<file path="src/include/fld_pkg.sv">
package fld_pkg;
  // Register offsets
  localparam logic [7:0] FLD_ADR_ID  = 8'h00;
  localparam logic [7:0] FLD_ADR_VER = 8'h01;
  localparam logic [7:0] FLD_ADR_CUR = 8'h02;
  localparam logic [7:0] FLD_ADR_CTL = 8'h03;
  localparam logic [7:0] FLD_ADR_FLT = 8'h04;
  localparam logic [7:0] FLD_ADR_KEY = 8'h80;
  // Reset values
  localparam logic [7:0] FLD_CUR_RST = 8'hB4;
  localparam logic [7:0] FLD_CTL_RST = 8'h04;
  localparam logic [7:0] FLD_FLT_RST = 8'h00;
  // Identity values, arbitrary
  localparam logic [7:0] FLD_ID_VAL  = 8'h5A;
  localparam logic [7:0] FLD_VER_VAL = 8'h01;
  // Unlock key, known control words and full-scale current value
  localparam logic [7:0] FLD_KEY         = 8'hA1;
  localparam logic [7:0] FLD_CTL_ASSIST  = 8'h20;
  localparam logic [7:0] FLD_CTL_OFF     = 8'h00;
  localparam logic [7:0] FLD_CTL_FLASH   = 8'h3F;
  localparam logic [7:0] FLD_CUR_MAX     = 8'hFF;
  // Reserved control bit reads as zero
  localparam logic [7:0] FLD_CTL_WMASK   = 8'hBF;
  // Field positions
  localparam int FLD_CTL_STRB = 7;
  localparam int FLD_CTL_MODE = 4;
  localparam int FLD_FLT_OVP  = 7;
  localparam int FLD_FLT_SHRT = 6;
  localparam int FLD_FLT_TEMP = 5;
  // Mode field and current_mode field codes
  localparam logic [1:0] FLD_MODE_OFF   = 2'h0;
  localparam logic [1:0] FLD_MODE_IND   = 2'h1;
  localparam logic [1:0] FLD_MODE_ASST  = 2'h2;
  localparam logic [1:0] FLD_MODE_FLASH = 2'h3;
  localparam logic [1:0] FLD_CMODE_HI   = 2'h3;
  // Serial slave address, arbitrary
  localparam logic [6:0] FLD_I2C_ADDR = 7'h30;
  // Flash timer step: 30 ms at 50 MHz
  localparam int FLD_TSTEP_US = 30000;
  localparam int FLD_CLK_KHZ  = 50000;
  localparam int FLD_STEP_CYC = FLD_TSTEP_US * FLD_CLK_KHZ / 1000;
endpackage

</file>
<file path="src/core/fld_ctrl.sv">
`timescale 1ns/1ns
module fld_ctrl import fld_pkg::*; #(
  parameter int STEP_CYCLES = FLD_STEP_CYC
) (
  input  wire logic       CLK_I,
  input  wire logic       RST_I,
  input  wire logic       SCL_I,
  input  wire logic       SDA_I,
  output logic            SDA_O,
  output logic            SDA_OE_O,
  input  wire logic       STROBE_I,
  input  wire logic       OVP_I,
  input  wire logic       LED_SHORT_I,
  input  wire logic       OVERTEMP_I,
  input  wire logic       BOOST_INDUCTOR_OPEN_I,
  output logic            LED_EN_O,
  output logic            BOOST_EN_O,
  output logic [1:0]      LED_LEVEL_O,
  output logic [7:0]      CURRENT_SET_O
);
  typedef enum logic [1:0] {FLD_PH_OFF, FLD_PH_ARMED, FLD_PH_FLASH} fld_phase_e;

  typedef struct packed {
    logic       strb_m;
    logic       strb;
    logic       strb_p;
    logic [3:0] flt_m;
    logic [3:0] flt;
    logic [7:0] cur;
    logic [7:0] ctl;
    logic [7:0] fault;
    logic       unlock;
    fld_phase_e ph;
    logic [24:0] cnt;
    logic       led_on;
    logic       boost_on;
    logic [1:0] level;
  } fld_ctrl_s;

  fld_ctrl_s  s;
  fld_ctrl_s  next_s;
  logic       wr;
  logic       rd;
  logic [7:0] addr;
  logic [7:0] wdata;
  logic [7:0] rdata;
  logic       fault_ev;
  logic       strb_rise;
  logic       ctl_ok;

  function automatic logic [24:0] fld_len(input logic [3:0] t);
    return 25'((32'(t) + 32'd1) * STEP_CYCLES);
  endfunction

  fld_i2c_slave u_i2c (
    .clk_i    (CLK_I),
    .rst_i    (RST_I),
    .scl_i    (SCL_I),
    .sda_i    (SDA_I),
    .rdata_i  (rdata),
    .sda_oe_o (SDA_OE_O),
    .wr_o     (wr),
    .rd_o     (rd),
    .addr_o   (addr),
    .wdata_o  (wdata)
  );

  assign SDA_O = 1'b0;

  // Faults only count while the output stage is live
  assign fault_ev  = s.led_on & (|s.flt);
  assign strb_rise = s.strb & ~s.strb_p;
  assign ctl_ok = s.unlock |
                  (!wdata[FLD_CTL_STRB] && wdata[FLD_CTL_MODE+:2] != FLD_MODE_IND);

  assign rdata = (addr == FLD_ADR_ID)  ? FLD_ID_VAL  :
                 (addr == FLD_ADR_VER) ? FLD_VER_VAL :
                 (addr == FLD_ADR_CUR) ? s.cur       :
                 (addr == FLD_ADR_CTL) ? s.ctl       :
                 (addr == FLD_ADR_FLT) ? s.fault     : 8'h00;

  always_comb begin
    next_s        = s;
    next_s.strb_m = STROBE_I;
    next_s.strb   = s.strb_m;
    next_s.strb_p = s.strb;
    next_s.flt_m  = {OVP_I, LED_SHORT_I, OVERTEMP_I, BOOST_INDUCTOR_OPEN_I};
    next_s.flt    = s.flt_m;
    case (s.ph)
      FLD_PH_FLASH: begin
        if (s.cnt <= 25'd1) begin
          next_s.ph                   = FLD_PH_OFF;
          next_s.ctl[FLD_CTL_MODE+:2] = FLD_MODE_OFF;
        end else begin
          next_s.cnt = 25'(s.cnt - 25'd1);
        end
      end
      FLD_PH_ARMED: begin
        if (strb_rise) begin
          next_s.ph  = FLD_PH_FLASH;
          next_s.cnt = fld_len(s.ctl[3:0]);
        end
      end
      default: ;
    endcase
    if (wr) begin
      next_s.unlock = 1'b0;
      case (addr)
        FLD_ADR_KEY: next_s.unlock = (wdata == FLD_KEY);
        FLD_ADR_CUR: begin
          if (wdata[1:0] != FLD_CMODE_HI || s.unlock) begin
            next_s.cur = wdata;
          end
        end
        FLD_ADR_CTL: begin
          if (ctl_ok) begin
            next_s.ctl = wdata & FLD_CTL_WMASK;
            next_s.ph  = FLD_PH_OFF;
            if (wdata[FLD_CTL_MODE+:2] == FLD_MODE_FLASH) begin
              if (wdata[FLD_CTL_STRB]) begin
                next_s.ph = FLD_PH_ARMED;
              end else begin
                next_s.ph  = FLD_PH_FLASH;
                next_s.cnt = fld_len(wdata[3:0]);
              end
            end
          end
        end
        default: ;
      endcase
    end
    if (rd && addr == FLD_ADR_FLT) begin
      next_s.fault = FLD_FLT_RST;
    end
    if (fault_ev) begin
      // open LED shows as overvoltage
      // Built on the cleared copy so bits just read do not return
      next_s.fault[FLD_FLT_OVP]  = next_s.fault[FLD_FLT_OVP] | s.flt[3];
      next_s.fault[FLD_FLT_SHRT] = next_s.fault[FLD_FLT_SHRT] | s.flt[2];
      next_s.fault[FLD_FLT_TEMP] = next_s.fault[FLD_FLT_TEMP] | s.flt[1];
      // shut down; coil fault clears mode
      next_s.ctl[FLD_CTL_MODE+:2] = FLD_MODE_OFF;
      next_s.ph                   = FLD_PH_OFF;
    end
    next_s.led_on = (next_s.ph == FLD_PH_FLASH) ||
                    (next_s.ph == FLD_PH_OFF &&
                     (next_s.ctl[FLD_CTL_MODE+:2] == FLD_MODE_IND ||
                      next_s.ctl[FLD_CTL_MODE+:2] == FLD_MODE_ASST));
    // Indicator runs without the boost converter
    next_s.boost_on = next_s.led_on &&
                      (next_s.ctl[FLD_CTL_MODE+:2] != FLD_MODE_IND);
    if (next_s.ph == FLD_PH_FLASH) begin
      next_s.level = FLD_MODE_FLASH;
    end else if (next_s.led_on) begin
      next_s.level = next_s.ctl[FLD_CTL_MODE+:2];
    end else begin
      next_s.level = FLD_MODE_OFF;
    end
  end

  always_ff @(posedge CLK_I) begin
    if (RST_I) begin
      s       <= '0;
      s.cur   <= FLD_CUR_RST;
      s.ctl   <= FLD_CTL_RST;
      s.fault <= FLD_FLT_RST;
      s.ph    <= FLD_PH_OFF;
    end else begin
      s <= next_s;
    end
  end

  assign LED_EN_O      = s.led_on;
  assign BOOST_EN_O    = s.boost_on;
  assign LED_LEVEL_O   = s.level;
  assign CURRENT_SET_O = s.cur;

  a_key_single: assert property (
    @(posedge CLK_I) disable iff (RST_I)
    wr && addr != FLD_ADR_KEY |=> !s.unlock)
    else $error("unlock survived a second write");

  a_strobe_locked: assert property (
    @(posedge CLK_I) disable iff (RST_I)
    wr && addr == FLD_ADR_CTL && wdata[FLD_CTL_STRB] && !s.unlock
    |=> s.ctl[FLD_CTL_STRB] == $past(s.ctl[FLD_CTL_STRB]))
    else $error("strobe bit written without unlock");

  a_strobe_arms: assert property (
    @(posedge CLK_I) disable iff (RST_I)
    wr && addr == FLD_ADR_CTL && s.unlock && !fault_ev &&
    wdata[FLD_CTL_STRB] && wdata[FLD_CTL_MODE+:2] == FLD_MODE_FLASH
    |=> s.ph == FLD_PH_ARMED && !LED_EN_O)
    else $error("strobed flash did not wait for strobe");

  a_strobe_fires: assert property (
    @(posedge CLK_I) disable iff (RST_I)
    s.ph == FLD_PH_ARMED && strb_rise && !wr && !fault_ev
    |=> LED_EN_O && s.cnt == fld_len(s.ctl[3:0]))
    else $error("strobe edge did not start timed flash");

  a_flash_start: assert property (
    @(posedge CLK_I) disable iff (RST_I)
    wr && addr == FLD_ADR_CTL && wdata == FLD_CTL_FLASH && !fault_ev
    |=> LED_EN_O && BOOST_EN_O && LED_LEVEL_O == FLD_MODE_FLASH
        && s.cnt == fld_len(4'hF))
    else $error("flash did not start at once with full timer");

  a_flash_end: assert property (
    @(posedge CLK_I) disable iff (RST_I)
    s.ph == FLD_PH_FLASH && s.cnt == 25'd1 && !wr && !fault_ev
    |=> !LED_EN_O && s.ctl[FLD_CTL_MODE+:2] == FLD_MODE_OFF)
    else $error("flash did not return to shutdown");

  a_assist_read: assert property (
    @(posedge CLK_I) disable iff (RST_I)
    wr && addr == FLD_ADR_CTL && wdata == FLD_CTL_ASSIST && !fault_ev
    |=> s.ctl == FLD_CTL_ASSIST && LED_LEVEL_O == FLD_MODE_ASST && LED_EN_O)
    else $error("assist write not reflected");

  a_power_off: assert property (
    @(posedge CLK_I) disable iff (RST_I)
    wr && addr == FLD_ADR_CTL && wdata == FLD_CTL_OFF
    |=> !LED_EN_O && !BOOST_EN_O && s.ph == FLD_PH_OFF)
    else $error("power off write left output on");

  a_fault_off: assert property (
    @(posedge CLK_I) disable iff (RST_I)
    fault_ev |=> !LED_EN_O && !BOOST_EN_O &&
                 s.ctl[FLD_CTL_MODE+:2] == FLD_MODE_OFF)
    else $error("fault did not shut output down");

  a_short_flag: assert property (
    @(posedge CLK_I) disable iff (RST_I)
    fault_ev && s.flt[2] |=> s.fault[FLD_FLT_SHRT])
    else $error("short flag not set");

  a_ovp_flag: assert property (
    @(posedge CLK_I) disable iff (RST_I)
    fault_ev && s.flt[3] |=> s.fault[FLD_FLT_OVP])
    else $error("overvoltage flag not set");

  a_fault_clear: assert property (
    @(posedge CLK_I) disable iff (RST_I)
    rd && addr == FLD_ADR_FLT && !fault_ev |=> s.fault == FLD_FLT_RST)
    else $error("fault register not cleared by read");

  a_fault_rsvd: assert property (
    @(posedge CLK_I) disable iff (RST_I)
    s.fault[4:0] == 5'h00)
    else $error("reserved fault bits set");

  a_high_current: assert property (
    @(posedge CLK_I) disable iff (RST_I)
    wr && addr == FLD_ADR_CUR && wdata == FLD_CUR_MAX && s.unlock
    |=> CURRENT_SET_O == FLD_CUR_MAX)
    else $error("high current write lost");

  a_temp_flag: assert property (
    @(posedge CLK_I) disable iff (RST_I)
    fault_ev && s.flt[1] |=> s.fault[FLD_FLT_TEMP])
    else $error("overtemperature flag not set");

  a_coil_no_flag: assert property (
    @(posedge CLK_I) disable iff (RST_I)
    fault_ev && s.flt == 4'h1 && !rd
    |=> s.ctl[FLD_CTL_MODE+:2] == FLD_MODE_OFF && s.fault == $past(s.fault))
    else $error("coil fault left mode on or set a flag");

  a_key_opens: assert property (
    @(posedge CLK_I) disable iff (RST_I)
    wr && addr == FLD_ADR_KEY && wdata == FLD_KEY |=> s.unlock)
    else $error("key write did not unlock");

  a_indicator_locked: assert property (
    @(posedge CLK_I) disable iff (RST_I)
    wr && addr == FLD_ADR_CTL && !s.unlock &&
    s.ctl[FLD_CTL_MODE+:2] != FLD_MODE_IND
    |=> s.ctl[FLD_CTL_MODE+:2] != FLD_MODE_IND)
    else $error("indicator mode set without unlock");

  a_current_locked: assert property (
    @(posedge CLK_I) disable iff (RST_I)
    wr && addr == FLD_ADR_CUR && wdata[1:0] == FLD_CMODE_HI && !s.unlock
    |=> CURRENT_SET_O == $past(CURRENT_SET_O))
    else $error("high current mode set without unlock");

  a_strobe_stop: assert property (
    @(posedge CLK_I) disable iff (RST_I)
    s.ph != FLD_PH_OFF && wr && addr == FLD_ADR_CTL &&
    !wdata[FLD_CTL_STRB] && wdata[FLD_CTL_MODE+:2] == FLD_MODE_OFF
    |=> s.ph == FLD_PH_OFF && !LED_EN_O)
    else $error("running flash not stopped by control write");
endmodule

</file>
<file path="src/core/fld_i2c_slave.sv">
`timescale 1ns/1ns
module fld_i2c_slave import fld_pkg::*; (
  input  wire logic       clk_i,
  input  wire logic       rst_i,
  input  wire logic       scl_i,
  input  wire logic       sda_i,
  input  wire logic [7:0] rdata_i,
  output logic            sda_oe_o,
  output logic            wr_o,
  output logic            rd_o,
  output logic [7:0]      addr_o,
  output logic [7:0]      wdata_o
);
  typedef enum logic [3:0] {
    FLD_I_IDLE, FLD_I_ADDR, FLD_I_ACKA, FLD_I_REG, FLD_I_ACKR,
    FLD_I_WDAT, FLD_I_ACKW, FLD_I_RDAT, FLD_I_RACK
  } fld_i2c_e;

  typedef struct packed {
    logic       scl_m;
    logic       scl;
    logic       scl_p;
    logic       sda_m;
    logic       sda;
    logic       sda_p;
    fld_i2c_e   st;
    logic [3:0] bits;
    logic [7:0] sh;
    logic [7:0] ptr;
    logic       rw;
    logic       nack;
    logic       drive;
    logic       wr;
    logic       rd;
  } fld_i2c_s;

  fld_i2c_s s;
  fld_i2c_s next_s;
  logic     rise;
  logic     fall;
  logic     start;
  logic     stop;

  assign rise  = s.scl & ~s.scl_p;
  assign fall  = ~s.scl & s.scl_p;
  assign start = s.scl & s.scl_p & s.sda_p & ~s.sda;
  assign stop  = s.scl & s.scl_p & ~s.sda_p & s.sda;

  always_comb begin
    next_s       = s;
    next_s.scl_m = scl_i;
    next_s.scl   = s.scl_m;
    next_s.scl_p = s.scl;
    next_s.sda_m = sda_i;
    next_s.sda   = s.sda_m;
    next_s.sda_p = s.sda;
    next_s.wr    = 1'b0;
    next_s.rd    = 1'b0;
    if (rise) begin
      next_s.bits = 4'(s.bits + 4'd1);
      if (s.st == FLD_I_ADDR || s.st == FLD_I_REG || s.st == FLD_I_WDAT) begin
        next_s.sh = {s.sh[6:0], s.sda};
      end
    end
    if (start) begin
      next_s.st    = FLD_I_ADDR;
      next_s.bits  = 4'h0;
      next_s.drive = 1'b0;
    end else if (stop) begin
      next_s.st    = FLD_I_IDLE;
      next_s.drive = 1'b0;
    end else begin
      case (s.st)
        FLD_I_ADDR: begin
          if (fall && s.bits == 4'h8) begin
            if (s.sh[7:1] == FLD_I2C_ADDR) begin
              next_s.rw    = s.sh[0];
              next_s.drive = 1'b1;
              next_s.st    = FLD_I_ACKA;
            end else begin
              next_s.st = FLD_I_IDLE;
            end
          end
        end
        FLD_I_ACKA, FLD_I_RACK: begin
          if (s.st == FLD_I_RACK && rise) begin
            next_s.nack = s.sda;
            if (!s.sda) begin
              next_s.ptr = 8'(s.ptr + 8'd1);
            end
          end
          if (fall) begin
            next_s.bits  = 4'h0;
            next_s.drive = 1'b0;
            if (s.st == FLD_I_RACK && s.nack) begin
              next_s.st = FLD_I_IDLE;
            end else if (s.rw) begin
              // Read data is taken from the live register image
              next_s.sh    = rdata_i;
              next_s.drive = ~rdata_i[7];
              next_s.rd    = 1'b1;
              next_s.st    = FLD_I_RDAT;
            end else begin
              next_s.st = FLD_I_REG;
            end
          end
        end
        FLD_I_REG: begin
          if (fall && s.bits == 4'h8) begin
            next_s.ptr   = s.sh;
            next_s.drive = 1'b1;
            next_s.st    = FLD_I_ACKR;
          end
        end
        FLD_I_WDAT: begin
          if (fall && s.bits == 4'h8) begin
            next_s.wr    = 1'b1;
            next_s.drive = 1'b1;
            next_s.st    = FLD_I_ACKW;
          end
        end
        FLD_I_ACKR, FLD_I_ACKW: begin
          if (fall) begin
            next_s.drive = 1'b0;
            next_s.bits  = 4'h0;
            next_s.st    = FLD_I_WDAT;
            if (s.st == FLD_I_ACKW) begin
              next_s.ptr = 8'(s.ptr + 8'd1);
            end
          end
        end
        FLD_I_RDAT: begin
          if (fall) begin
            if (s.bits == 4'h8) begin
              next_s.drive = 1'b0;
              next_s.st    = FLD_I_RACK;
            end else begin
              next_s.sh    = {s.sh[6:0], 1'b0};
              next_s.drive = ~s.sh[6];
            end
          end
        end
        default: next_s.st = FLD_I_IDLE;
      endcase
    end
  end

  always_ff @(posedge clk_i) begin
    if (rst_i) begin
      s       <= '0;
      s.scl_m <= 1'b1;
      s.scl   <= 1'b1;
      s.scl_p <= 1'b1;
      s.sda_m <= 1'b1;
      s.sda   <= 1'b1;
      s.sda_p <= 1'b1;
      s.st    <= FLD_I_IDLE;
    end else begin
      s <= next_s;
    end
  end

  assign sda_oe_o = s.drive;
  assign wr_o     = s.wr;
  assign rd_o     = s.rd;
  assign addr_o   = s.ptr;
  assign wdata_o  = s.sh;
endmodule

</file>
<file path="config.mk">
export PLATFORM = sky130hd
export DESIGN_NAME = fld_ctrl
export DESIGN_NICKNAME = d
export VERILOG_FILES = /design/src/include/fld_pkg.sv /design/src/core/fld_ctrl.sv /design/src/core/fld_i2c_slave.sv
export SDC_FILE = /design/constraint.sdc
export NUM_CORES = 1
export LEC_CHECK = 0
export BUFFER_PORTS_ARGS = -buffer_cell sky130_fd_sc_hd__buf_2
export CAP_MARGIN = 20
export CORE_UTILIZATION = 58
export CTS_CLUSTER_SIZE = 12
export DETAILED_ROUTE_END_ITERATION = 10
export GPL_TIMING_DRIVEN = 0
export PLACE_DENSITY = 0.78
export SYNTH_ARGS = -nofsm -noshare
export SYNTH_HDL_FRONTEND = slang
export SYNTH_SLANG_ARGS = --single-unit
</file>
<file path="constraint.sdc">
create_clock -name CLK_I -period 12.1 [get_ports CLK_I]
set_clock_uncertainty 0.1 [all_clocks]
set_input_delay 1.815 -clock CLK_I [delete_from_list [all_inputs] [get_ports CLK_I]]
set_output_delay 1.815 -clock CLK_I [all_outputs]
set_load 0.01 [all_outputs]
</file>
# Word-level counts from Yosys, hierarchy flattened
# Cells that the tools add are included.
word_totals:
  ff_bits: 96
  in_bits: 9
  out_inout_bits: 14
  wordCells: 212
op_classes:
  n_addsub: 5
  multipliers: 2
  magnitude_cmp: 1
  n_eq_ne: 43
  muxes: 73
  bitwise_logic: 25
  n_reduce_logical: 32
ops:
  columns: ["op", "count"]
  rows:
  - ["8-bit two-way mux", 17]
  - ["27-bit two-way mux", 5]
  - ["27-bit one-hot mux with 2 select lines", 1]
  - ["25-bit two-way mux", 2]
  - ["5-bit by 16-bit multiplier with 20-bit output (second input constant)", 2]
  - ["25-bit by 1-bit <= comparator with 1-bit output (second input constant)", 1]
  - ["25-bit by 1-bit subtractor with 25-bit output (second input constant)", 1]
  - ["4-bit one-hot mux with 6 select lines", 1]
  - ["8-bit one-hot mux with 3 select lines", 1]
  - ["22-bit two-way mux", 1]
  - ["2-bit two-way mux", 10]
  - ["4-bit two-way mux", 5]
  - ["18-bit two-way mux", 1]
  - ["6-bit two-way mux", 3]
  - ["1-bit two-way mux", 17]
  - ["4-bit by 3-bit equality test with 1-bit output (second input constant)", 4]
  - ["8-bit by 2-bit equality test with 1-bit output (second input constant)", 2]
  - ["8-bit equality test (second input constant)", 2]
  - ["16-bit two-way mux", 1]
  - ["2-bit by 1-bit != test with 1-bit output (second input constant)", 8]
  - ["4-bit by 1-bit != test with 1-bit output (second input constant)", 4]
  - ["8-bit one-hot mux with 2 select lines", 1]
  - ["8-bit AND reduction", 2]
  - ["7-bit AND reduction", 2]
  - ["other kinds (35)", 87]

# Longest topological paths before layout
# Gate-level depths: netlist (run 1).
logic_depth:
  depth_word: 15
  ltp_mapped: 18
  depth_no_buf: 17

# Hierarchy
# From an unflattened synthesis (run 1), not the netlist that was laid out.
hier_totals:
  hier_cells: 1003
  hier_area_um2: 8340.5
by_module_without_submodules:
  columns: ["module", "instances", "cells_each", "area_each_um2", "seq_area_each_um2"]
  rows:
  - ["fld_ctrl", 1, 726, 6040.8, 1221.2]
  - ["fld_i2c_slave", 1, 277, 2299.7, 700.7]

# Worst setup path before layout (run 1)
# Ideal clock, no wire load.
synth_path:
  kind: "register to register"
  startpoint: "reg s[40] (netlist bit)"
  endpoint: "reg s[28] (netlist bit)"
  t_arrival_ns: 4.440
  required_ns: 11.905
  setup_slack_ns: 7.464
  path_stages_with_launch: 18
  path_buffers: 0
  path_cell_list: "dfxtp_1 -> ha_1 -> xor2_1 -> inv_1 -> fa_1 -> inv_1 -> ha_1 -> inv_1 -> fa_1 -> inv_1 -> ha_1 -> a21oi_1 -> nand2_1 -> a2111oi_0 -> o31ai_1 -> a311oi_1 -> mux2i_1 -> a221oi_1"
synth_via:
  elab_chain_cells: 9
synth_rtl:
  columns: ["element", "line", "source"]
  rows:
  - ["start, declared", "fld_ctrl.sv:40", "fld_ctrl_s s;"]
  - ["start signal, assigned", "fld_ctrl.sv:169", "s <= next_s;"]
  - ["4-bit by 1-bit adder with 5-bit output *", "fld_ctrl.sv:52", "return 25'((32'(t) + 32'd1) * STEP_CYCLES);"]
  - ["5-bit by 16-bit multiplier with 20-bit output *", "fld_ctrl.sv:52", null]
  - ["27-bit two-way mux *", "fld_ctrl.sv:99", "if (strb_rise) begin"]
  - ["27-bit one-hot mux with 2 select lines *", "fld_ctrl.sv:89", "case (s.ph)"]
  - ["25-bit two-way mux", "fld_ctrl.sv:120", "if (wdata[FLD_CTL_STRB]) begin"]
  - ["27-bit two-way mux", "fld_ctrl.sv:119", "if (wdata[FLD_CTL_MODE+:2] == FLD_MODE_FLASH) begin"]
  - ["27-bit two-way mux", "fld_ctrl.sv:116", "if (ctl_ok) begin"]
  - ["27-bit two-way mux", "fld_ctrl.sv:108", "case (addr)"]
  - ["27-bit two-way mux *", "fld_ctrl.sv:106", "if (wr) begin"]
# Mark *: on every way between the ends. The rest lies on a longest branch, timed or not.
# A chain may end at the register's enable or synchronous reset.

# Final worst setup path (run 1)
layout_path:
  startpoint: "reg s[40] (netlist bit)"
  endpoint: "reg s[22] (netlist bit)"
# Same word-level chain as after synthesis.

==> results of run 1 <==
[logic make-up after synthesis]
| logic type | after synthesis | share of synthesized area |
|---|---|---|
| and+or+nand+nor | 342 | 0.2131 |
| AOI/OAI and AO/OA | 290 | 0.2316 |
| buffers and inverters | 126 | 0.06301 |
| adders and majority gates | 111 | 0.1859 |
| DFF | 96 | 0.2321 |
| xor gates and xnor gates | 41 | 0.04337 |
| muxes | 25 | 0.03052 |
| other | 1 | 0.0004529 |
[per-layer routing]
metal / share of wire / up-vias / wire length [µm]
li1: - / 3788 / -
met1: 0.47 / 3630 / 10260
met2: 0.43 / 307 / 9554
met4: 0.024 / 0 / 521
met5: 0 / - / 0
met3: 0.078 / 47 / 1727
[synthesized netlist by cell type (4+ instances only)]
| library cell | count | share of area |
|---|---|---|
| or3_1 | 12 | 0.0091 |
| o22ai_1 | 10 | 0.0076 |
| a31oi_1 | 7 | 0.0053 |
| a211oi_1 | 20 | 0.018 |
| a221oi_1 | 14 | 0.015 |
| mux2i_1 | 23 | 0.028 |
| xor2_1 | 23 | 0.024 |
| nand2_1 | 77 | 0.035 |
| nor2b_1 | 20 | 0.015 |
| or2_2 | 12 | 0.0091 |
| a22oi_1 | 7 | 0.0063 |
| and3_1 | 20 | 0.015 |
| o21bai_1 | 4 | 0.0036 |
| nand3_1 | 17 | 0.010 |
| nor3_1 | 34 | 0.021 |
| nor2_1 | 84 | 0.038 |
| a21oi_1 | 92 | 0.056 |
| xnor2_1 | 18 | 0.019 |
| buf_4 | 12 | 0.011 |
| and2_1 | 7 | 0.0053 |
| nor3b_1 | 6 | 0.0054 |
| a21o_1 | 12 | 0.011 |
| dfxtp_1 | 96 | 0.23 |
| nand3b_1 | 4 | 0.0036 |
| fa_1 | 20 | 0.048 |
| nand4_1 | 6 | 0.0045 |
| nor4_1 | 12 | 0.0091 |
| nand2b_1 | 10 | 0.0076 |
| o31ai_1 | 11 | 0.010 |
| ha_1 | 91 | 0.14 |
| o21ai_0 | 50 | 0.030 |
| inv_1 | 72 | 0.033 |
| o21a_1 | 9 | 0.0082 |
| a21boi_0 | 5 | 0.0045 |
| clkbuf_1 | 36 | 0.016 |
[stage by stage]
step	worst slack (ps)	cells	power, µW	util	hold WS, ps
after floorplan	7464	1032	345.0	-	289.5
after global placement	6664	1232	353.0	0.6200	291.9
after detailed placement	6540	1232	353.2	0.6200	293.2
after CTS	6535	1248	638.2	0.6417	310.3
after global routing	6148	1248	656.0	0.6417	318.8
final	6533	1248	637.4	0.6417	310.5
[power by group]
| part | internal (µW) | switching (µW) | leakage (µW) |
|---|---|---|---|
| Clock | 151 | 140 | 0.000148 |
| Sequential | 319 | 2.25 | 0.000777 |
| Combinational | 8.51 | 17.1 | 0.00287 |
[state kept, by name, summed over array words and instances (netlist names)]
register	cells
u_i2c.s	12
next_s	6
u_i2c.rd_o	1
CURRENT_SET_O	8
u_i2c.wdata_o	8
u_i2c.sda_oe_o	1
s	43
u_i2c.wr_o	1
LED_LEVEL_O	2
u_i2c.next_s	4
u_i2c.addr_o	8
BOOST_EN_O	1
LED_EN_O	1
[area by class of cell]
cell class / instances / area [µm²] / area share
Multi-Input combinational cell: 810 / 5837 / 0.6553
Buffer: 53 / 247.7 / 0.02781
Timing Repair Buffer: 20 / 100.1 / 0.01124
Sequential cell: 96 / 1922 / 0.2158
Clock buffer: 10 / 239.0 / 0.02683
Tap cell: 180 / 225.2 / 0.02528
Clock inverter: 6 / 62.56 / 0.007023
Inverter: 73 / 274.0 / 0.03076
[how the worst max path moves through the flow]
| stage | cells past startpoint | slack, ps | startpoint | end |
|---|---|---|---|---|
| finish | 17 | 6530 | s[40] | s[22] |
| global route | 17 | 6150 | s[40] | s[28] |
| floorplan | 17 | 7460 | s[40] | s[28] |
| detailed placement | 17 | 6540 | s[40] | s[28] |
| CTS | 17 | 6530 | s[40] | s[28] |
| global placement | 17 | 6660 | s[40] | s[28] |
==> impl_metrics.csv, run 1 <==
group,metric,value,unit
layout,final_nets,1183,
timing,tightestPinTransition,860.9,ps
timing,setup_viol,0,
critical_path,cp_slowest_cell,"a2111oi_0",
critical_path,reg2reg_depth,17,
critical_path,r2r-start,"s[40]",
floorplanning,pin_count,23,
cts,clock-sinks,96,
layout,layout_common_cells,"96 x dfxtp_1, 92 x a21oi_1, 91 x ha_1",
grt,grtUsageMet2,0.4794,
grt,grt_usage,0.3108,
yosys,yosys_warnings,0,
grt,gr-total-overflow,0,
routing,drc,0,
routing,via_per_inst,6.228,
routing,drt-initial-drc-count,765,
grt,grt_busiest_layer,"met2",
worst_hold_path,worstHoldPathType,"register to register",
run,cap_violations,0,
critical_path,worstPathMaxFanout,10,
worst_hold_path,whs_path_depth,1,
cts,htreeDepth,3,
floorplanning,die_w,121.5,µm
yosys,syn_area_per_cell,8.024,µm²
place,routabilityCongestion,0.9666,
power,p_per_area,71.56,nW/µm²
grt,antenna_found_initial,0,
routing,vias,7772,
place,placed_area,8606,µm²
grt,first_global_vias,7137,
yosys,synthArstFlopShare,0,
critical_path,critPathTopFamily,"adder cells",
yosys,syn_nets,1152,
yosys,yosys.cell_types.count,83,
layout,drive_gt1_frac,0.07303,
grt,grtUsageMet1,0.4337,
routing,ant_nets,0,
grt,grt_pass1_wl,35.86,mm
yosys,synthCells,1032,
routing,finalWirelength,22.07,mm
layout,layout_commonest_cell,"dfxtp_1",
floorplanning,fp.dieH,121.5,µm
floorplanning,die_area,14760,µm²
critical_path,cp_num_buf_inv,4,
place,hpwlAfterDp,16.99,mm
timing,finalHoldViolations,0,
layout,fillers,1234,
timing,fin_tns_setup,0,ps
timing,period_share,0.4601,
status,status,"complete, no violations",
critical_path,crit_chain,"ha_1 > xor2_1 > inv_1 > fa_1 > inv_1 > ha_1 > inv_1 > fa_1 > inv_1 > ha_1 > a21oi_1 > nand2_1 > a2111oi_0 > nor2_1 > xor2_1 > a2111oi_0 > a2111oi_1",
yosys,ys_seq_elements,96,
cts,post_cts_resize_count,0,
cts,cts-root-buf,"clkbuf_16",
layout,diodes,0,
timing,finalMaxSlewViolations,0,
cts,cts_tree,"done",
routing,firstDrtPassIters,5,
yosys,synth-main-ff-cell,"dfxtp_1",
timing,max_slew_margin,0.4261,
power,total_leakage_power,0.003796,µW
worst_hold_path,hp-start,"u_i2c.next_s[30]",
yosys,yosysSeqAreaShare,0.2321,
critical_path,worstSetupPathType,"register to register",
critical_path,worstPathRequired,12200,ps
cts,cts_made_buffers,9,
power,ir_worst_vdd,65.57,µV
cts,cts_max_path_buffers,2,
grt,grt_max_degree,19,
cts,post-cts-setup-buffers,0,
worst_hold_path,min_to,"u_i2c.next_s[29]",
place,io_buffer_count,20,
critical_path,r2r_setup_slack,6530,ps
critical_path,worstReg2RegEnd,"s[22]",
critical_path,start_kind,"register",
timing,rsz0062_at_grt,"false",
yosys,syn_area,8280,µm²
floorplanning,coreArea,13880,µm²
layout,area_growth,7.570,%
critical_path,arrival,5660,ps
floorplanning,placementRows,43,
floorplanning,initial_core_util,0.5965,
timing,min_period,5567,ps
grt,use_met3,0.05545,
layout,final_area,8907,µm²
critical_path,critPathMostFrequentCell,"inv_1",
cts,clkTransAtPathRegs,70,ps
timing,fmax,0.1796,GHz
critical_path,critPathMaxStageDelay,750,ps
yosys,synth-edff-count,0,
cts,insertion_delay,360,ps
cts,cts_hold_buf,0,
routing,wire_per_inst,17.68,µm
critical_path,critPathCaptureType,"register",
Power figures use the tool's default switching activity.
==> run 2, diff against run 1 <==
--- a/config.mk
+++ b/config.mk
@@ -11,7 +11,7 @@
 export CTS_CLUSTER_SIZE = 12
 export DETAILED_ROUTE_END_ITERATION = 10
 export GPL_TIMING_DRIVEN = 0
-export PLACE_DENSITY = 0.78
+export PLACE_DENSITY = 0.81
 export SYNTH_ARGS = -nofsm -noshare
 export SYNTH_HDL_FRONTEND = slang
 export SYNTH_SLANG_ARGS = --single-unit
==> constraint.sdc (replaced) <==
create_clock -name CLK_I -period 4.6 [get_ports CLK_I]
set_clock_uncertainty 0.1 [all_clocks]
set_input_delay 0.69 -clock CLK_I [delete_from_list [all_inputs] [get_ports CLK_I]]
set_output_delay 0.69 -clock CLK_I [all_outputs]
set_load 0.01 [all_outputs]
==> impl_metrics.csv, run 2 (synthesis results as in run 1) <==
group,metric,value,unit
cts,cts_made_buffers,9,
critical_path,reg2reg_depth,13,
timing,finalHoldViolations,0,
critical_path,cp-endpoint,"s[27]",
layout,reg_top3,"s: 43 flops, u_i2c.s: 12 flops",
cts,insertion_delay,350,ps
layout,utilization,0.6596,
critical_path,r2r-start,"u_i2c.wdata_o[3]",
critical_path,critPathCaptureType,"register",
routing,finalWirelength,22.62,mm
critical_path,critPathMostFrequentCell,"ha_1",
timing,max_slew_margin,0.3840,
critical_path,r2r_setup_slack,170,ps
critical_path,cp_num_buf_inv,1,
critical_path,critPathTopFamily,"adder cells",
grt,grt_pass1_wl,36.28,mm
routing,wire_per_inst,18.01,µm
critical_path,startpoint,"u_i2c.wdata_o[3]",
cts,cts_max_path_buffers,2,
timing,finalMaxSlewViolations,0,
floorplanning,coreArea,13880,µm²
timing,fmax,0.2255,GHz
layout,area_growth,10.58,%
cts,htreeDepth,3,
critical_path,cp_slowest_cell,"dfxtp_1",
power,ir_worst_vdd,193.6,µV
place,routabilityCongestion,0.9689,
cts,clkTransAtPathRegs,70,ps
timing,setup_viol,0,
grt,antenna_found_initial,0,
timing,tightestPinTransition,909.6,ps
power,p_per_area,185.1,nW/µm²
routing,vias,7901,
cts,cts-root-buf,"clkbuf_16",
routing,ant_nets,0,
floorplanning,initial_core_util,0.5965,
critical_path,start_kind,"register",
critical_path,arrival,4530,ps
timing,min_period,4434,ps
layout,final_nets,1191,
layout,largest_reg_flops,43,
timing,fin_tns_setup,0,ps
cts,cts_tree,"done",
timing,period_share,0.9639,
critical_path,worstSetupPathType,"register to register",
layout,layout_common_cells,"91 x dfxtp_1, 90 x a21oi_1, 88 x ha_1",
critical_path,worstPathMaxFanout,9,
critical_path,cp.depth,13,
routing,via_per_inst,6.291,
place,io_buffer_count,20,
routing,drt-initial-drc-count,779,
layout,layout_commonest_cell,"dfxtp_1",
layout,diodes,0,
floorplanning,placementRows,43,
layout,regMostFlops,"s",
layout,finalNonFillerCells,1256,
grt,gr-total-overflow,0,
place,hpwlAfterDp,17.11,mm
grt,grt_max_degree,18,
floorplanning,pin_count,23,
routing,firstDrtPassIters,6,
floorplanning,fp.dieH,121.5,µm
critical_path,worstReg2RegEnd,"s[27]",
critical_path,critPathMaxStageDelay,660,ps
layout,drive_gt1_frac,0.1078,
grt,grt_usage,0.3128,
grt,first_global_vias,7157,
status,status,"complete, no violations",
critical_path,crit_chain,"xor2_2 > inv_1 > ha_1 > fa_1 > ha_1 > ha_1 > a21o_1 > a211oi_1 > o21a_1 > nor3_2 > o31ai_2 > mux2i_1 > a211oi_1",
floorplanning,die_w,121.5,µm
run,cap_violations,0,
cts,clock-sinks,96,
critical_path,worstPathRequired,4700,ps
power,total_leakage_power,0.003858,µW
routing,drc,0,
layout,fillers,1211,
floorplanning,die_area,14760,µm²
place,dp.cells,1232,
worst_hold_path,worstHoldPathType,"register to register",
cts,cts_hold_buf,0,
==> run 2: power by group <==
part           leakage [µW]  switching, µW  internal, µW  total (µW)
clock network      0.000150            353           431         784
logic               0.00293           46.2          22.5        68.7
registers          0.000779           5.58           837         842
total               0.00386            405          1290        1700
==> run 2: how the worst min path moves through the flow <==
stage,start,to,slack (ps),depth (start not counted)
2_1_floorplan,u_i2c.next_s[30],u_i2c.next_s[29],290,1
3_3_place_gp,u_i2c.next_s[33],u_i2c.next_s[32],290,1
3_5_place_dp,u_i2c.next_s[33],u_i2c.next_s[32],300,1
4_1_cts,u_i2c.next_s[33],u_i2c.next_s[32],320,1
5_1_grt,u_i2c.next_s[33],u_i2c.next_s[32],330,1
6_report,u_i2c.next_s[33],u_i2c.next_s[32],310,1
==> run 2: timing repair <==
action | in CTS | in global routing
hold endpoints to repair | 0 | 0
gates resized for setup | 26 | 20
setup buffers | 3 | 6
endpoints found under the setup margin | 13 | 7
pin swaps | 1 | 4
==> run 2: layer usage <==
metal  track usage  vias to the layer above  wire length [µm]
met5             0                        -                 0
met4        0.1134                        0               606
met3       0.04511                       60              1845
met2        0.4872                      328             10200
met1        0.4364                     3714              9970
li1              -                     3799                 -
==> run 2: cell type report <==
| cell class | instances | area (µm²) | area share |
|---|---|---|---|
| Sequential cell | 96 | 1936 | 0.2114 |
| Multi-Input combinational cell | 810 | 5986 | 0.6537 |
| Buffer | 52 | 261.5 | 0.02856 |
| Inverter | 73 | 274.0 | 0.02993 |
| Clock inverter | 6 | 77.57 | 0.008472 |
| Clock buffer | 10 | 229.0 | 0.02501 |
| Timing Repair Buffer | 29 | 167.7 | 0.01831 |
| Tap cell | 180 | 225.2 | 0.02460 |
==> run 2: metrics by stage <==
step | power, µW | cell area, µm² | hold WS, ps | setup WS [ps]
2_1_floorplan | 907.5 | 8282 | 289.5 | 97.69
3_3_place_gp | 928.6 | 8607 | 292.2 | -762.4
3_5_place_dp | 929.7 | 8607 | 300.4 | -842.3
4_1_cts | 1695 | 9044 | 316.8 | 2.318
5_1_grt | 1732 | 9156 | 327.1 | -13.10
6_report | 1695 | 9156 | 314.0 | 166.0
==> run 3, diff against run 2 <==
--- a/config.mk
+++ b/config.mk
@@ -7,7 +7,9 @@
 export LEC_CHECK = 0
 export BUFFER_PORTS_ARGS = -buffer_cell sky130_fd_sc_hd__buf_2
 export CAP_MARGIN = 20
-export CORE_UTILIZATION = 58
+export CELL_PAD_IN_SITES_DETAIL_PLACEMENT = 0
+export CELL_PAD_IN_SITES_GLOBAL_PLACEMENT = 1
+export CORE_UTILIZATION = 44
 export CTS_CLUSTER_SIZE = 12
 export DETAILED_ROUTE_END_ITERATION = 10
 export GPL_TIMING_DRIVEN = 0
==> impl_metrics.csv, run 3 (synthesis results as in run 1) <==
group,metric,value,unit
place,hpwlAfterDp,18.19,mm
timing,min_period,4429,ps
routing,wire_per_inst,18.24,µm
power,ir_worst_vdd,168.0,µV
routing,via_per_inst,5.906,
critical_path,critPathTopFamily,"adder cells",
floorplanning,initial_core_util,0.4548,
routing,wl_met2,10.34,mm
critical_path,critPathCaptureType,"register",
critical_path,cp_slowest_cell,"fa_1",
layout,final_nets,1193,
grt,first_global_vias,7130,
cts,clock-sinks,96,
timing,rsz0062_at_grt,"true",
cts,htreeDepth,3,
floorplanning,die_area,19370,µm²
place,routabilityCongestion,0.9211,
layout,largest_reg_flops,43,
layout,layout_common_cells,"90 x dfxtp_1, 90 x a21oi_1, 87 x ha_1",
routing,vias,7719,
routing,ant_nets,0,
run,cap_violations,0,
timing,fmax,0.2258,GHz
floorplanning,coreArea,18210,µm²
timing,max_slew_margin,0.4060,
power,total_leakage_power,0.003847,µW
layout,regMostFlops,"s",
grt,grt_max_degree,18,
cts,cts_tree,"done",
layout,diodes,0,
grt,grt_pass1_wl,38.27,mm
timing,setup_viol,0,
routing,met3WireLength,1.439,mm
grt,grt_usage,0.2503,
status,status,"finished, violations left",
timing,finalHoldViolations,0,
place,io_buffer_count,20,
timing,tightestPinTransition,891.1,ps
routing,finalWirelength,23.84,mm
power,power,1649,µW
layout,area_growth,11.89,%
floorplanning,die_w,139.2,µm
grt,antenna_found_initial,0,
layout,drive_gt1_frac,0.1150,
floorplanning,fp.dieH,139.2,µm
cts,cts_hold_buf,0,
floorplanning,pin_count,23,
critical_path,crit_chain,"clkbuf_8 > nand3_1 > xor2_2 > inv_2 > fa_1 > fa_1 > inv_1 > fa_1 > inv_1 > ha_1 > a21oi_1 > o21ai_1 > a22o_1 > o31ai_2 > mux2i_1 > a211oi_1",
cts,insertion_delay,360,ps
cts,clkTransAtPathRegs,70,ps
routing,highest_layer,"met4",
timing,period_share,0.9629,
timing,finalMaxSlewViolations,0,
critical_path,critPathMostFrequentCell,"fa_1",
routing,drc,2,
critical_path,worstSetupPathType,"register to register",
grt,gr-total-overflow,0,
critical_path,cp_num_buf_inv,4,
layout,utilization,0.5088,
power,p_per_area,177.9,nW/µm²
critical_path,worstPathMaxFanout,10,
critical_path,critPathMaxStageDelay,500,ps
worst_hold_path,worstHoldPathType,"register to register",
routing,wl_met1,11.61,mm
critical_path,arrival,4530,ps
critical_path,worstPathRequired,4700,ps
layout,fillers,1809,
routing,drt-initial-drc-count,591,
cts,cts-root-buf,"clkbuf_16",
status,violations,"DRC",
routing,firstDrtPassIters,10,
critical_path,start_kind,"register",
floorplanning,placementRows,49,
layout,reg_top3,"s: 43 flops, u_i2c.s: 12 flops",
cts,cts_max_path_buffers,2,
cts,cts_made_buffers,9,
## run 3: timing repair
action	in CTS	in global routing
setup endpoints to repair	13	8
hold endpoints to repair	0	0
setup buffers	3	8
pin swaps	2	7
resized for setup	32	23
## run 3: worst paths after layout
path / start / endpoint / slack [ps] / depth (start not counted)
max: u_i2c.wdata_o[2] / s[27] / 170 / 16
min: u_i2c.next_s[33] / u_i2c.next_s[32] / 310 / 1
max reg2reg: u_i2c.wdata_o[2] / s[27] / 170 / 16
min reg2reg: u_i2c.next_s[33] / u_i2c.next_s[32] / 310 / 1
## run 3: final cells by class
class,instances,area [µm²],share of cell area
Sequential cell,96,1939,0.2093
Multi-Input combinational cell,810,6037,0.6516
Buffer,52,264.0,0.02849
Clock buffer,10,229.0,0.02471
Inverter,73,274.0,0.02957
Tap cell,229,286.5,0.03093
Timing Repair Buffer,31,182.7,0.01972
Clock inverter,6,52.55,0.005672
## run 3: worst register-to-register path, cell delays in order, from the launching register on
cell and delay (ps):
dfxtp_1 390, clkbuf_8 230, nand3_1 130, xor2_2 210
inv_2 100, fa_1 440, fa_1 500, inv_1 50
fa_1 500, inv_1 40, ha_1 330, a21oi_1 160
o21ai_1 130, a22o_1 260, o31ai_2 290, mux2i_1 320
a211oi_1 80
## run 3: stage by stage
| step | instances | hold slack, ps | setup slack, ps | area (µm²) | setup TNS, ps |
|---|---|---|---|---|---|
| after floorplan | 1032 | 289.5 | 97.69 | 8282 | 0 |
| after global placement | 1281 | 292.1 | -894.1 | 8668 | -7422 |
| after detailed placement | 1281 | 299.7 | -875.8 | 8668 | -7265 |
| after CTS | 1299 | 317.0 | 5.536 | 9107 | 0 |
| after global routing | 1307 | 320.5 | -7.553 | 9265 | -7.553 |
| final | 1307 | 311.6 | 170.8 | 9265 | 0 |
## run 3: routing by layer
metal | track usage | up-vias
met5 | 0 | -
met4 | 0.08304 | 0
met3 | 0.03798 | 30
met2 | 0.3806 | 230
met1 | 0.3594 | 3648
li1 | - | 3811
## run 3: report_power, final
| part | leakage, µW | switching [µW] | internal (µW) |
|---|---|---|---|
| clock | 0.000140 | 362 | 376 |
| sequential | 0.000780 | 5.84 | 836 |
| combinational | 0.00293 | 46.1 | 22.5 |
| total | 0.00385 | 414 | 1240 |
